## config.mk

```make
export PLATFORM = sky130hd
export DESIGN_NAME = bsg_top
export DESIGN_NICKNAME = d
export VERILOG_FILES = /design/src/hw/bsg_pkg.sv /design/src/hw/bsg_tone_gen.sv /design/src/hw/bsg_top.sv
export SDC_FILE = /design/constraint.sdc
export NUM_CORES = 1
export LEC_CHECK = 0
export CELL_PAD_IN_SITES_DETAIL_PLACEMENT = 1
export CELL_PAD_IN_SITES_GLOBAL_PLACEMENT = 2
export CORE_UTILIZATION = 39
export CTS_BUF_LIST = sky130_fd_sc_hd__clkbuf_8
export DETAILED_ROUTE_END_ITERATION = 10
export DONT_BUFFER_PORTS = 1
export GPL_TIMING_DRIVEN = 0
export HOLD_SLACK_MARGIN = 0.1
export PLACE_DENSITY_LB_ADDON = 0.1
export SYNTH_ARGS = -nofsm -noshare
export SYNTH_HDL_FRONTEND = slang
export SYNTH_SLANG_ARGS = --single-unit
export TNS_END_PERCENT = 50
```

## constraint.sdc

```tcl
create_clock -name ref_clk_i -period 2.54 [get_ports ref_clk_i]
set_input_delay 0.254 -clock ref_clk_i [delete_from_list [all_inputs] [get_ports ref_clk_i]]
set_output_delay 0.254 -clock ref_clk_i [all_outputs]
set_load 0.01 [all_outputs]
```

## src/hw/bsg_pkg.sv

```systemverilog
/*
  Shared constants, register map and state types of the buzzer sound generator.
  Assumes a 10 MHz reference clock that runs at twice the tone oscillator rate.
*/
package bsg_pkg;
  // Clock and time base; the 256 Hz tick paces the burst and the envelope.
  localparam int CLK_PERIOD_NS = 100;
  localparam int TICK_PERIOD_NS = 3906250;
  localparam int TICK_CYCLES_DEF = TICK_PERIOD_NS / CLK_PERIOD_NS;
  localparam int ENV_STEP_SHORT_US = 62500;
  localparam int ENV_STEP_LONG_US = 125000;
  localparam int BURST_SHORT_US = 31250;
  localparam int BURST_LONG_US = 125000;
  localparam logic [5:0] ENV_STEP_SHORT_TICKS = 6'(ENV_STEP_SHORT_US * 1000 / TICK_PERIOD_NS);
  localparam logic [5:0] ENV_STEP_LONG_TICKS = 6'(ENV_STEP_LONG_US * 1000 / TICK_PERIOD_NS);
  localparam logic [5:0] BURST_SHORT_TICKS = 6'(BURST_SHORT_US * 1000 / TICK_PERIOD_NS);
  localparam logic [5:0] BURST_LONG_TICKS = 6'(BURST_LONG_US * 1000 / TICK_PERIOD_NS);

  // Register offsets.
  localparam logic [7:0] ADDR_FLOAT = 8'hA8;
  localparam logic [7:0] ADDR_FSEL = 8'hAA;
  localparam logic [7:0] ADDR_TONE = 8'hE0;
  localparam logic [7:0] ADDR_SHOT = 8'hE1;
  localparam logic [7:0] ADDR_FREQ = 8'hE2;
  localparam logic [7:0] ADDR_DUTY = 8'hE3;
  localparam logic [7:0] ADDR_PORT = 8'hF0;

  // Field positions.
  localparam int TONE_EN_BIT = 0;
  localparam int ENV_EN_BIT = 1;
  localparam int ENV_RESTART_BIT = 2;
  localparam int ENV_TIME_BIT = 3;
  localparam int BURST_WIDTH_BIT = 0;
  localparam int BURST_TRIG_BIT = 1;
  localparam int BURST_STOP_BIT = 2;
  localparam int TRUE_PIN = 3;
  localparam int INV_PIN = 2;

  // Tone shaping.
  localparam logic [2:0] LVL_MIN = 3'h7;
  localparam logic [4:0] PERIOD_BASE = 5'h10;
  localparam logic [4:0] HIGH_SHORT = 5'h9;
  localparam logic [4:0] HIGH_LONG = 5'hD;

  typedef struct packed {
    logic [3:0] out;
    logic [3:0] oe;
  } bsg_pins_t;

  typedef struct packed {
    logic [3:0] flt;
    logic [1:0] sel;
    logic tone_en;
    logic env_en;
    logic env_time;
    logic width;
    logic [2:0] div;
    logic [2:0] duty;
    logic [3:0] port;
    logic pend;
    logic busy;
    logic [5:0] burst_cnt;
    logic [5:0] env_cnt;
    logic [2:0] env_lvl;
    logic [15:0] tick_cnt;
    logic tick;
    logic [3:0] rdata;
    bsg_pins_t pins;
  } bsg_state_t;

  typedef struct packed {
    logic [4:0] cnt;
    logic pre;
    logic out;
  } bsg_tone_state_t;

  localparam bsg_state_t STATE_RST = '0;
  localparam bsg_tone_state_t TONE_RST = '0;

  // Period of one tone cycle in units.
  function automatic logic [4:0] tone_period(input logic [2:0] div);
    tone_period = PERIOD_BASE + {1'b0, div[1:0], 2'b00};
  endfunction : tone_period

  // High time in units for a divide code and a level code.
  function automatic logic [4:0] tone_high(input logic [2:0] div, input logic [2:0] lvl);
    tone_high = (div[1] ? HIGH_LONG : HIGH_SHORT) - 5'h1 - {2'b00, lvl};
  endfunction : tone_high
endpackage : bsg_pkg

```

## src/hw/bsg_tone_gen.sv

```systemverilog
/*
  Square tone generator: divides the reference clock and shapes the duty.
  Assumes divide and level codes change only between tones; a change mid-tone glitches.
*/
module bsg_tone_gen import bsg_pkg::*; (
  input wire logic ref_clk_i,
  input wire logic reset_n_i,
  input wire logic run_i,
  input wire logic [2:0] div_i,
  input wire logic [2:0] lvl_i,
  output logic tone_o
);
  bsg_tone_state_t r;
  bsg_tone_state_t s;
  logic adv;

  // Upper divide codes use two clocks per unit, hence the prescaler.
  always_comb begin
    s = r;
    adv = !div_i[2] || r.pre;
    s.pre = div_i[2] ? ~r.pre : 1'b0;
    if (!run_i) begin
      s = TONE_RST;
    end else if (adv) begin
      // (RQ6) period from divide code
      s.cnt = (r.cnt == tone_period(div_i) - 5'h1) ? 5'h0 : r.cnt + 5'h1;
    end
    // (RQ22) high first, then low
    // (RQ7) level sets high units
    s.out = run_i && (s.cnt < tone_high(div_i, lvl_i));
  end

  // One register stage holds all state.
  always_ff @(posedge ref_clk_i or negedge reset_n_i) begin
    if (!reset_n_i) begin
      r <= TONE_RST;
    end else begin
      r <= s;
    end
  end

  assign tone_o = r.out;
endmodule : bsg_tone_gen

```

## src/hw/bsg_top.sv

```systemverilog
/*
  Buzzer sound generator: registers, one-shot burst, envelope and pin muxing.
  Assumes a synchronous register master and an external memory mode level input.
*/
// Operation
// (RQ1) Select bits route true/inverted tone to pins.
// (RQ2) Port data stays storage while pin carries tone.
// (RQ3) Float bits release tone pins.
// (RQ4) Low float bits are storage in memory mode.
// (RQ5) Tone enable drives tone, else pins low.
// (RQ6) Divide code picks ratio 8 to 28.
// (RQ7) Duty level sets high time units.
// (RQ8) Envelope replaces duty field while enabled.
// (RQ9) Envelope restart returns level one when running.
// (RQ10) Envelope enable cleared by trigger write.
// (RQ11) Envelope steps every 62.5 or 125 ms.
// (RQ12) Step time ignored while envelope off.
// (RQ13) Burst width 31.25 or 125 ms.
// (RQ14) Trigger starts burst, ends by itself.
// (RQ15) Trigger ignored while tone or burst on.
// (RQ16) Trigger location reads burst busy.
// (RQ17) Force stop ends active burst.
// (RQ18) Stop wins over trigger in one write.
// (RQ19) Software expects glitches on enable/divide changes.
// (RQ20) Burst edges on 256 Hz tick; stop immediate.
// (RQ21) Envelope holds level eight until off/restart.
// (RQ22) High phase first, then low.
module bsg_top import bsg_pkg::*; #(
  parameter int TICK_CYCLES = TICK_CYCLES_DEF
) (
  input wire logic ref_clk_i,
  input wire logic reset_n_i,
  input wire logic [7:0] addr_i,
  input wire logic [3:0] wdata_i,
  input wire logic wr_i,
  input wire logic rd_i,
  input wire logic ext_memory_mode_i,
  output logic [3:0] rdata_o,
  output bsg_pins_t pins_o
);
  localparam logic [15:0] TICK_LAST = 16'(TICK_CYCLES - 1);

  bsg_state_t r;
  bsg_state_t s;
  logic tone_w;
  logic run;
  logic [2:0] lvl;
  logic wr_tone;
  logic wr_shot;
  logic restart;
  logic trig;
  logic stop;
  logic [5:0] step_ticks;
  logic [5:0] width_ticks;

  // The tone runs for the continuous enable or for a burst in progress.
  assign run = r.tone_en || r.busy;
  // (RQ8) envelope overrides duty field
  assign lvl = r.env_en ? r.env_lvl : r.duty;
  assign wr_tone = wr_i && (addr_i == ADDR_TONE);
  assign wr_shot = wr_i && (addr_i == ADDR_SHOT);
  assign restart = wr_tone && wdata_i[ENV_RESTART_BIT];
  assign trig = wr_shot && wdata_i[BURST_TRIG_BIT];
  assign stop = wr_shot && wdata_i[BURST_STOP_BIT];
  // (RQ11) envelope step time
  assign step_ticks = r.env_time ? ENV_STEP_LONG_TICKS : ENV_STEP_SHORT_TICKS;
  // (RQ13) burst width select
  assign width_ticks = r.width ? BURST_LONG_TICKS : BURST_SHORT_TICKS;

  bsg_tone_gen u_tone (
    .ref_clk_i(ref_clk_i),
    .reset_n_i(reset_n_i),
    .run_i(run),
    .div_i(r.div),
    .lvl_i(lvl),
    .tone_o(tone_w)
  );

  // Next state of the whole block.
  always_comb begin
    s = r;
    s.rdata = 4'h0;
    // Free running time base; the count is a parameter so benches can shorten it.
    if (r.tick_cnt == TICK_LAST) begin
      s.tick_cnt = 16'h0;
      s.tick = 1'b1;
    end else begin
      s.tick_cnt = r.tick_cnt + 16'h1;
      s.tick = 1'b0;
    end

    // Register writes.
    if (wr_i) begin
      case (addr_i)
        ADDR_FLOAT: s.flt = wdata_i;
        ADDR_FSEL: s.sel = wdata_i[TRUE_PIN:INV_PIN];
        ADDR_TONE: begin
          s.env_time = wdata_i[ENV_TIME_BIT];
          s.env_en = wdata_i[ENV_EN_BIT];
          s.tone_en = wdata_i[TONE_EN_BIT];
        end
        ADDR_SHOT: s.width = wdata_i[BURST_WIDTH_BIT];
        ADDR_FREQ: s.div = wdata_i[2:0];
        ADDR_DUTY: s.duty = wdata_i[2:0];
        // (RQ2) port data kept as storage
        ADDR_PORT: s.port = wdata_i;
        default: s.flt = r.flt;
      endcase
    end

    // (RQ20) burst starts on a tick
    if (r.pend && r.tick) begin
      s.pend = 1'b0;
      s.busy = 1'b1;
      s.burst_cnt = 6'h0;
    end
    // (RQ14) burst ends on its own
    if (r.busy && r.tick) begin
      s.burst_cnt = r.burst_cnt + 6'h1;
      if (r.burst_cnt + 6'h1 >= width_ticks) begin
        s.busy = 1'b0;
      end
    end
    // (RQ10) trigger write drops envelope
    if (trig) begin
      s.env_en = 1'b0;
    end
    // (RQ15) trigger only when idle
    if (trig && !r.tone_en && !r.pend && !r.busy) begin
      s.pend = 1'b1;
    end
    // (RQ17) forced stop, no tick wait
    // (RQ18) stop applied last, so wins
    // An idle stop only clears bits that are already clear, but it must also
    // cancel a trigger carried by the same write.
    if (stop) begin
      s.pend = 1'b0;
      s.busy = 1'b0;
    end

    // Envelope walks from level one down to level eight while the tone runs.
    if (!run || !r.env_en) begin
      // (RQ12) step time unused when off
      s.env_lvl = 3'h0;
      s.env_cnt = 6'h0;
    end else if (restart) begin
      // (RQ9) restart to level one
      s.env_lvl = 3'h0;
      s.env_cnt = 6'h0;
    end else if (r.tick) begin
      // (RQ11) one level per step
      if (r.env_cnt + 6'h1 >= step_ticks) begin
        s.env_cnt = 6'h0;
        // (RQ21) saturate at level eight
        if (r.env_lvl != LVL_MIN) begin
          s.env_lvl = r.env_lvl + 3'h1;
        end
      end else begin
        s.env_cnt = r.env_cnt + 6'h1;
      end
    end

    // Register reads; write-only bits read as zero.
    if (rd_i) begin
      case (addr_i)
        ADDR_FLOAT: s.rdata = r.flt;
        ADDR_FSEL: s.rdata = {r.sel, 2'b00};
        ADDR_TONE: s.rdata = {r.env_time, 1'b0, r.env_en, r.tone_en};
        // (RQ16) busy status readback
        ADDR_SHOT: s.rdata = {2'b00, r.pend || r.busy, r.width};
        ADDR_FREQ: s.rdata = {1'b0, r.div};
        ADDR_DUTY: s.rdata = {1'b0, r.duty};
        ADDR_PORT: s.rdata = r.port;
        default: s.rdata = 4'h0;
      endcase
    end

    // (RQ1) pin function select
    // (RQ5) pins low when tone stopped
    s.pins.out[TRUE_PIN] = r.sel[1] ? (run && tone_w) : r.port[TRUE_PIN];
    s.pins.out[INV_PIN] = r.sel[0] ? (run && !tone_w) : r.port[INV_PIN];
    s.pins.out[1:0] = r.port[1:0];
    // (RQ3) float control on tone pins
    s.pins.oe[TRUE_PIN] = !r.flt[TRUE_PIN];
    s.pins.oe[INV_PIN] = !r.flt[INV_PIN];
    // (RQ4) low float bits idle in memory mode
    s.pins.oe[1:0] = ext_memory_mode_i ? 2'b11 : ~r.flt[1:0];
  end

  // One register stage holds all state; reset takes constants only.
  always_ff @(posedge ref_clk_i or negedge reset_n_i) begin
    if (!reset_n_i) begin
      r <= STATE_RST;
    end else begin
      r <= s;
    end
  end

  assign rdata_o = r.rdata;
  assign pins_o = r.pins;
endmodule : bsg_top

```

==> run metrics <==
# IOs 29; CTS tree yes; clock network fraction of total power 21.8%; initial antenna violation count 0; Syn Nets 424; switching part of the total 31.2%; CP Capture Type flop; H-tree levels 3; Skew-Pair Late Insertion Delay 350 ps; Power, Total 3.53 mW; floorplan row count 36; n_diodes 0; Max Fclk 394 MHz; final net count 468; Yosys reg bits 73; Num CTS Buffers 9; Initial Utilization 40.7%; vias per inst 5.54; Final Setup Violations 0; global route overflow 0; Die W 103 um; Crit Path Class flop to flop; DRT Pass-1 Iters 4; Port Buffer Count 0; M3 GR Usage 3.43%; Final Non-Filler Cells 569; most common cell after layout, fill and taps aside dfrtp_1; Setup WS pre-CTS -387 ps; Yosys cell types 62; WP buf/inv 1; pins over their slew limit 0; post-synthesis sequential area ratio 45.5%; Primary FF master, synth dfrtp_1; clock skew 9.79 ps; worst-path fanout max 5; Worst path max stage delay 420 ps; WL/cell 18.0 um; synthesized area 4020 um^2; GR Layer Usage met1 24.5%; Slew @ Worst Pin 645 ps; Net Switching 1.10 mW; Logic pwr share 41.5%; 1st-iter DRT viols 104; PwrDens 731 nW/um^2; Global Route met2 Usage 35.8%; root buf cell clkbuf_8; Worst Path Arrival 2820 ps; Final WS setup 1.54 ps; die area 10700 um^2; Min Hold Slack 120 ps; largest net degree at the start of global routing 74; Max VDD drop 0.293 mV; fill count 1087; clock-pin slew on the worst setup and hold paths 80 ps; Critical Path, Cell by Cell inv_2 > ha_4 > xnor2_2 > a21oi_2 > a41o_4 > nor2_4 > ha_4 > and3_4 > a22o_4 > a2111oi_4 > o311a_1; area share of the largest cell type after synthesis 45.5%; Post-Route WL 10.3 mm; Cells after Synth 389; overall global routing resource usage 20.4%; WP data required 2820 ps; DRC violations left 0; first-pass GRT wire length 16.4 mm; Core Region 9860 um^2; RSZ-0062 raised after global routing yes; number of antenna-violating nets in the routed design 0; share of cells above drive strength 1 25.2%; design area 4830 um^2; crit-path leading delay family compound AO/OA/AOI/OAI gates; Rel. slew slack 56.9%; Internal 2.43 mW; Placed Cells 522; max-cap viol count 0; HP Class primary input to flop; final hold vios 0; # clock sinks 73; CP most frequent cell ha_4; GRT Max-Usage Layer met2; Max stage delay cell, worst path dfrtp_2; run status finished, final reports clean; fin crit share 99.9%; Async S/R FF share, synth 100%; Synth Warn # 0; top cells by area, synth dfrtp_1 45%, ha_1 5.6%, mux2_2 5.3%, xor2_1 3.1%, nand3_1 2.7%; vias in the first global route 3307; GPL Wtd Cong 0.758; Worst Setup Start Kind flop; Layout Area Growth over Synthesis 20.1%; sequential group share of total power 36.8%; clock buffer depth 2; EDFF count, synth 0; syn_area_per_cell 10.3 um^2; Die Y 103 um; most frequent cells in the layout 72 x dfrtp_1, 25 x buf_4, 24 x nor2_1; via count 3151; top cell type by total area after synthesis dfrtp_1; leak pwr 2.06 nW; final period demand of the worst path 2540 ps; hpwl dp 6.66 mm; area post-placement 4200 um^2
## layout make-up
cell class / count / area (um^2) / share of cell area, %
well taps: 133 / 166 / 3.45
multi-input cells: 277 / 2140 / 44.3
repair buffers: 34 / 343 / 7.10
inverters: 14 / 52.6 / 1.09
clock buffers: 9 / 124 / 2.57
plain buffers: 24 / 146 / 3.03
flip-flops and latches: 73 / 1830 / 37.9
clock inverters: 5 / 26.3 / 0.544
## stage by stage
| step | util, % | TNS (ps) |
|---|---|---|
| 3_3_place_gp | 42.6 | -393 |
| 2_1_floorplan | - | 0 |
| 4_1_cts | 47.9 | -126 |
| 3_5_place_dp | 42.6 | -761 |
| 5_1_grt | 48.9 | -125 |
| 6_report | 48.9 | 0 |
## kinds of logic after synthesis
logic type,after synthesis,synth area share [%]
muxes,26,7.07
adders and majority gates,18,5.61
xor gates and xnor gates,24,5.23
DFF,73,45.5
buffers and inverters,39,5.05
and+or+nand+nor,139,19.5
AOI/OAI and AO/OA,70,12.1
## final timing paths
path / startpoint / to / slack (ps) / cells after the start
min in group asynchronous: reset_n_i / r[63] / 440 / 2
hold / removal: wdata_i[1] / r[54] / 120 / 2
setup / recovery: r[53] / u_tone.tone_o / 2 / 11
setup reg to reg: r[53] / u_tone.tone_o / 2 / 11
hold reg to reg: r[47] / pins_o[5] / 410 / 0
max in group asynchronous: reset_n_i / r[53] / 1780 / 2
## registers in the layout (all words and copies together) (netlist names)
signal	count
pins_o	8
r	54
u_tone.r	6
rdata_o	4
u_tone.tone_o	1
## cells in the mapped netlist (all sizes together), types with 2 or more instances
| master | count |
|---|---|
| a211oi | 2 |
| a21bo | 2 |
| a21oi | 15 |
| a22o | 4 |
| a311oi | 3 |
| a31oi | 4 |
| a32o | 2 |
| a32oi | 2 |
| a41o | 2 |
| and3 | 4 |
| and3b | 2 |
| and4 | 2 |
| buf | 16 |
| clkbuf | 9 |
| dfrtp | 73 |
| ha | 18 |
| inv | 14 |
| mux2 | 19 |
| mux2i | 7 |
| nand2 | 21 |
| nand2b | 9 |
| nand3 | 22 |
| nand3b | 6 |
| nand4 | 12 |
| nor2 | 28 |
| nor2b | 2 |
| nor3 | 10 |
| nor3b | 3 |
| nor4 | 3 |
| nor4b | 2 |
| o211ai | 4 |
| o21ai | 15 |
| o22ai | 3 |
| or2 | 3 |
| or3 | 2 |
| or3b | 3 |
| xnor2 | 10 |
| xor2 | 14 |
## power groups by stage
stage	registers [mW]	clock network, mW	logic (mW)
floorplan	1.30	0	0.449
global placement	1.31	0	0.536
detailed placement	1.32	0	0.560
CTS	1.29	0.806	1.23
global route	1.31	0.847	1.56
finish	1.30	0.768	1.46
## layer usage
| metal | part of all wire (%) | wire, um |
|---|---|---|
| met1 | 43 | 4390 |
| met2 | 50 | 5140 |
| met3 | 4.3 | 442 |
| met4 | 2.8 | 283 |
| met5 | 0 | 0 |
## what timing repair did
| item | 4_1_cts | 5_1_grt |
|---|---|---|
| setup endpoints to repair | 7 | 7 |
| pin swaps | 12 | 9 |
| resized for setup | 21 | 16 |
| setup buffers | 27 | 2 |
| hold endpoints to repair | 94 | 0 |
| hold buffers | 7 | 0 |
Power figures use the tool's default switching activity.
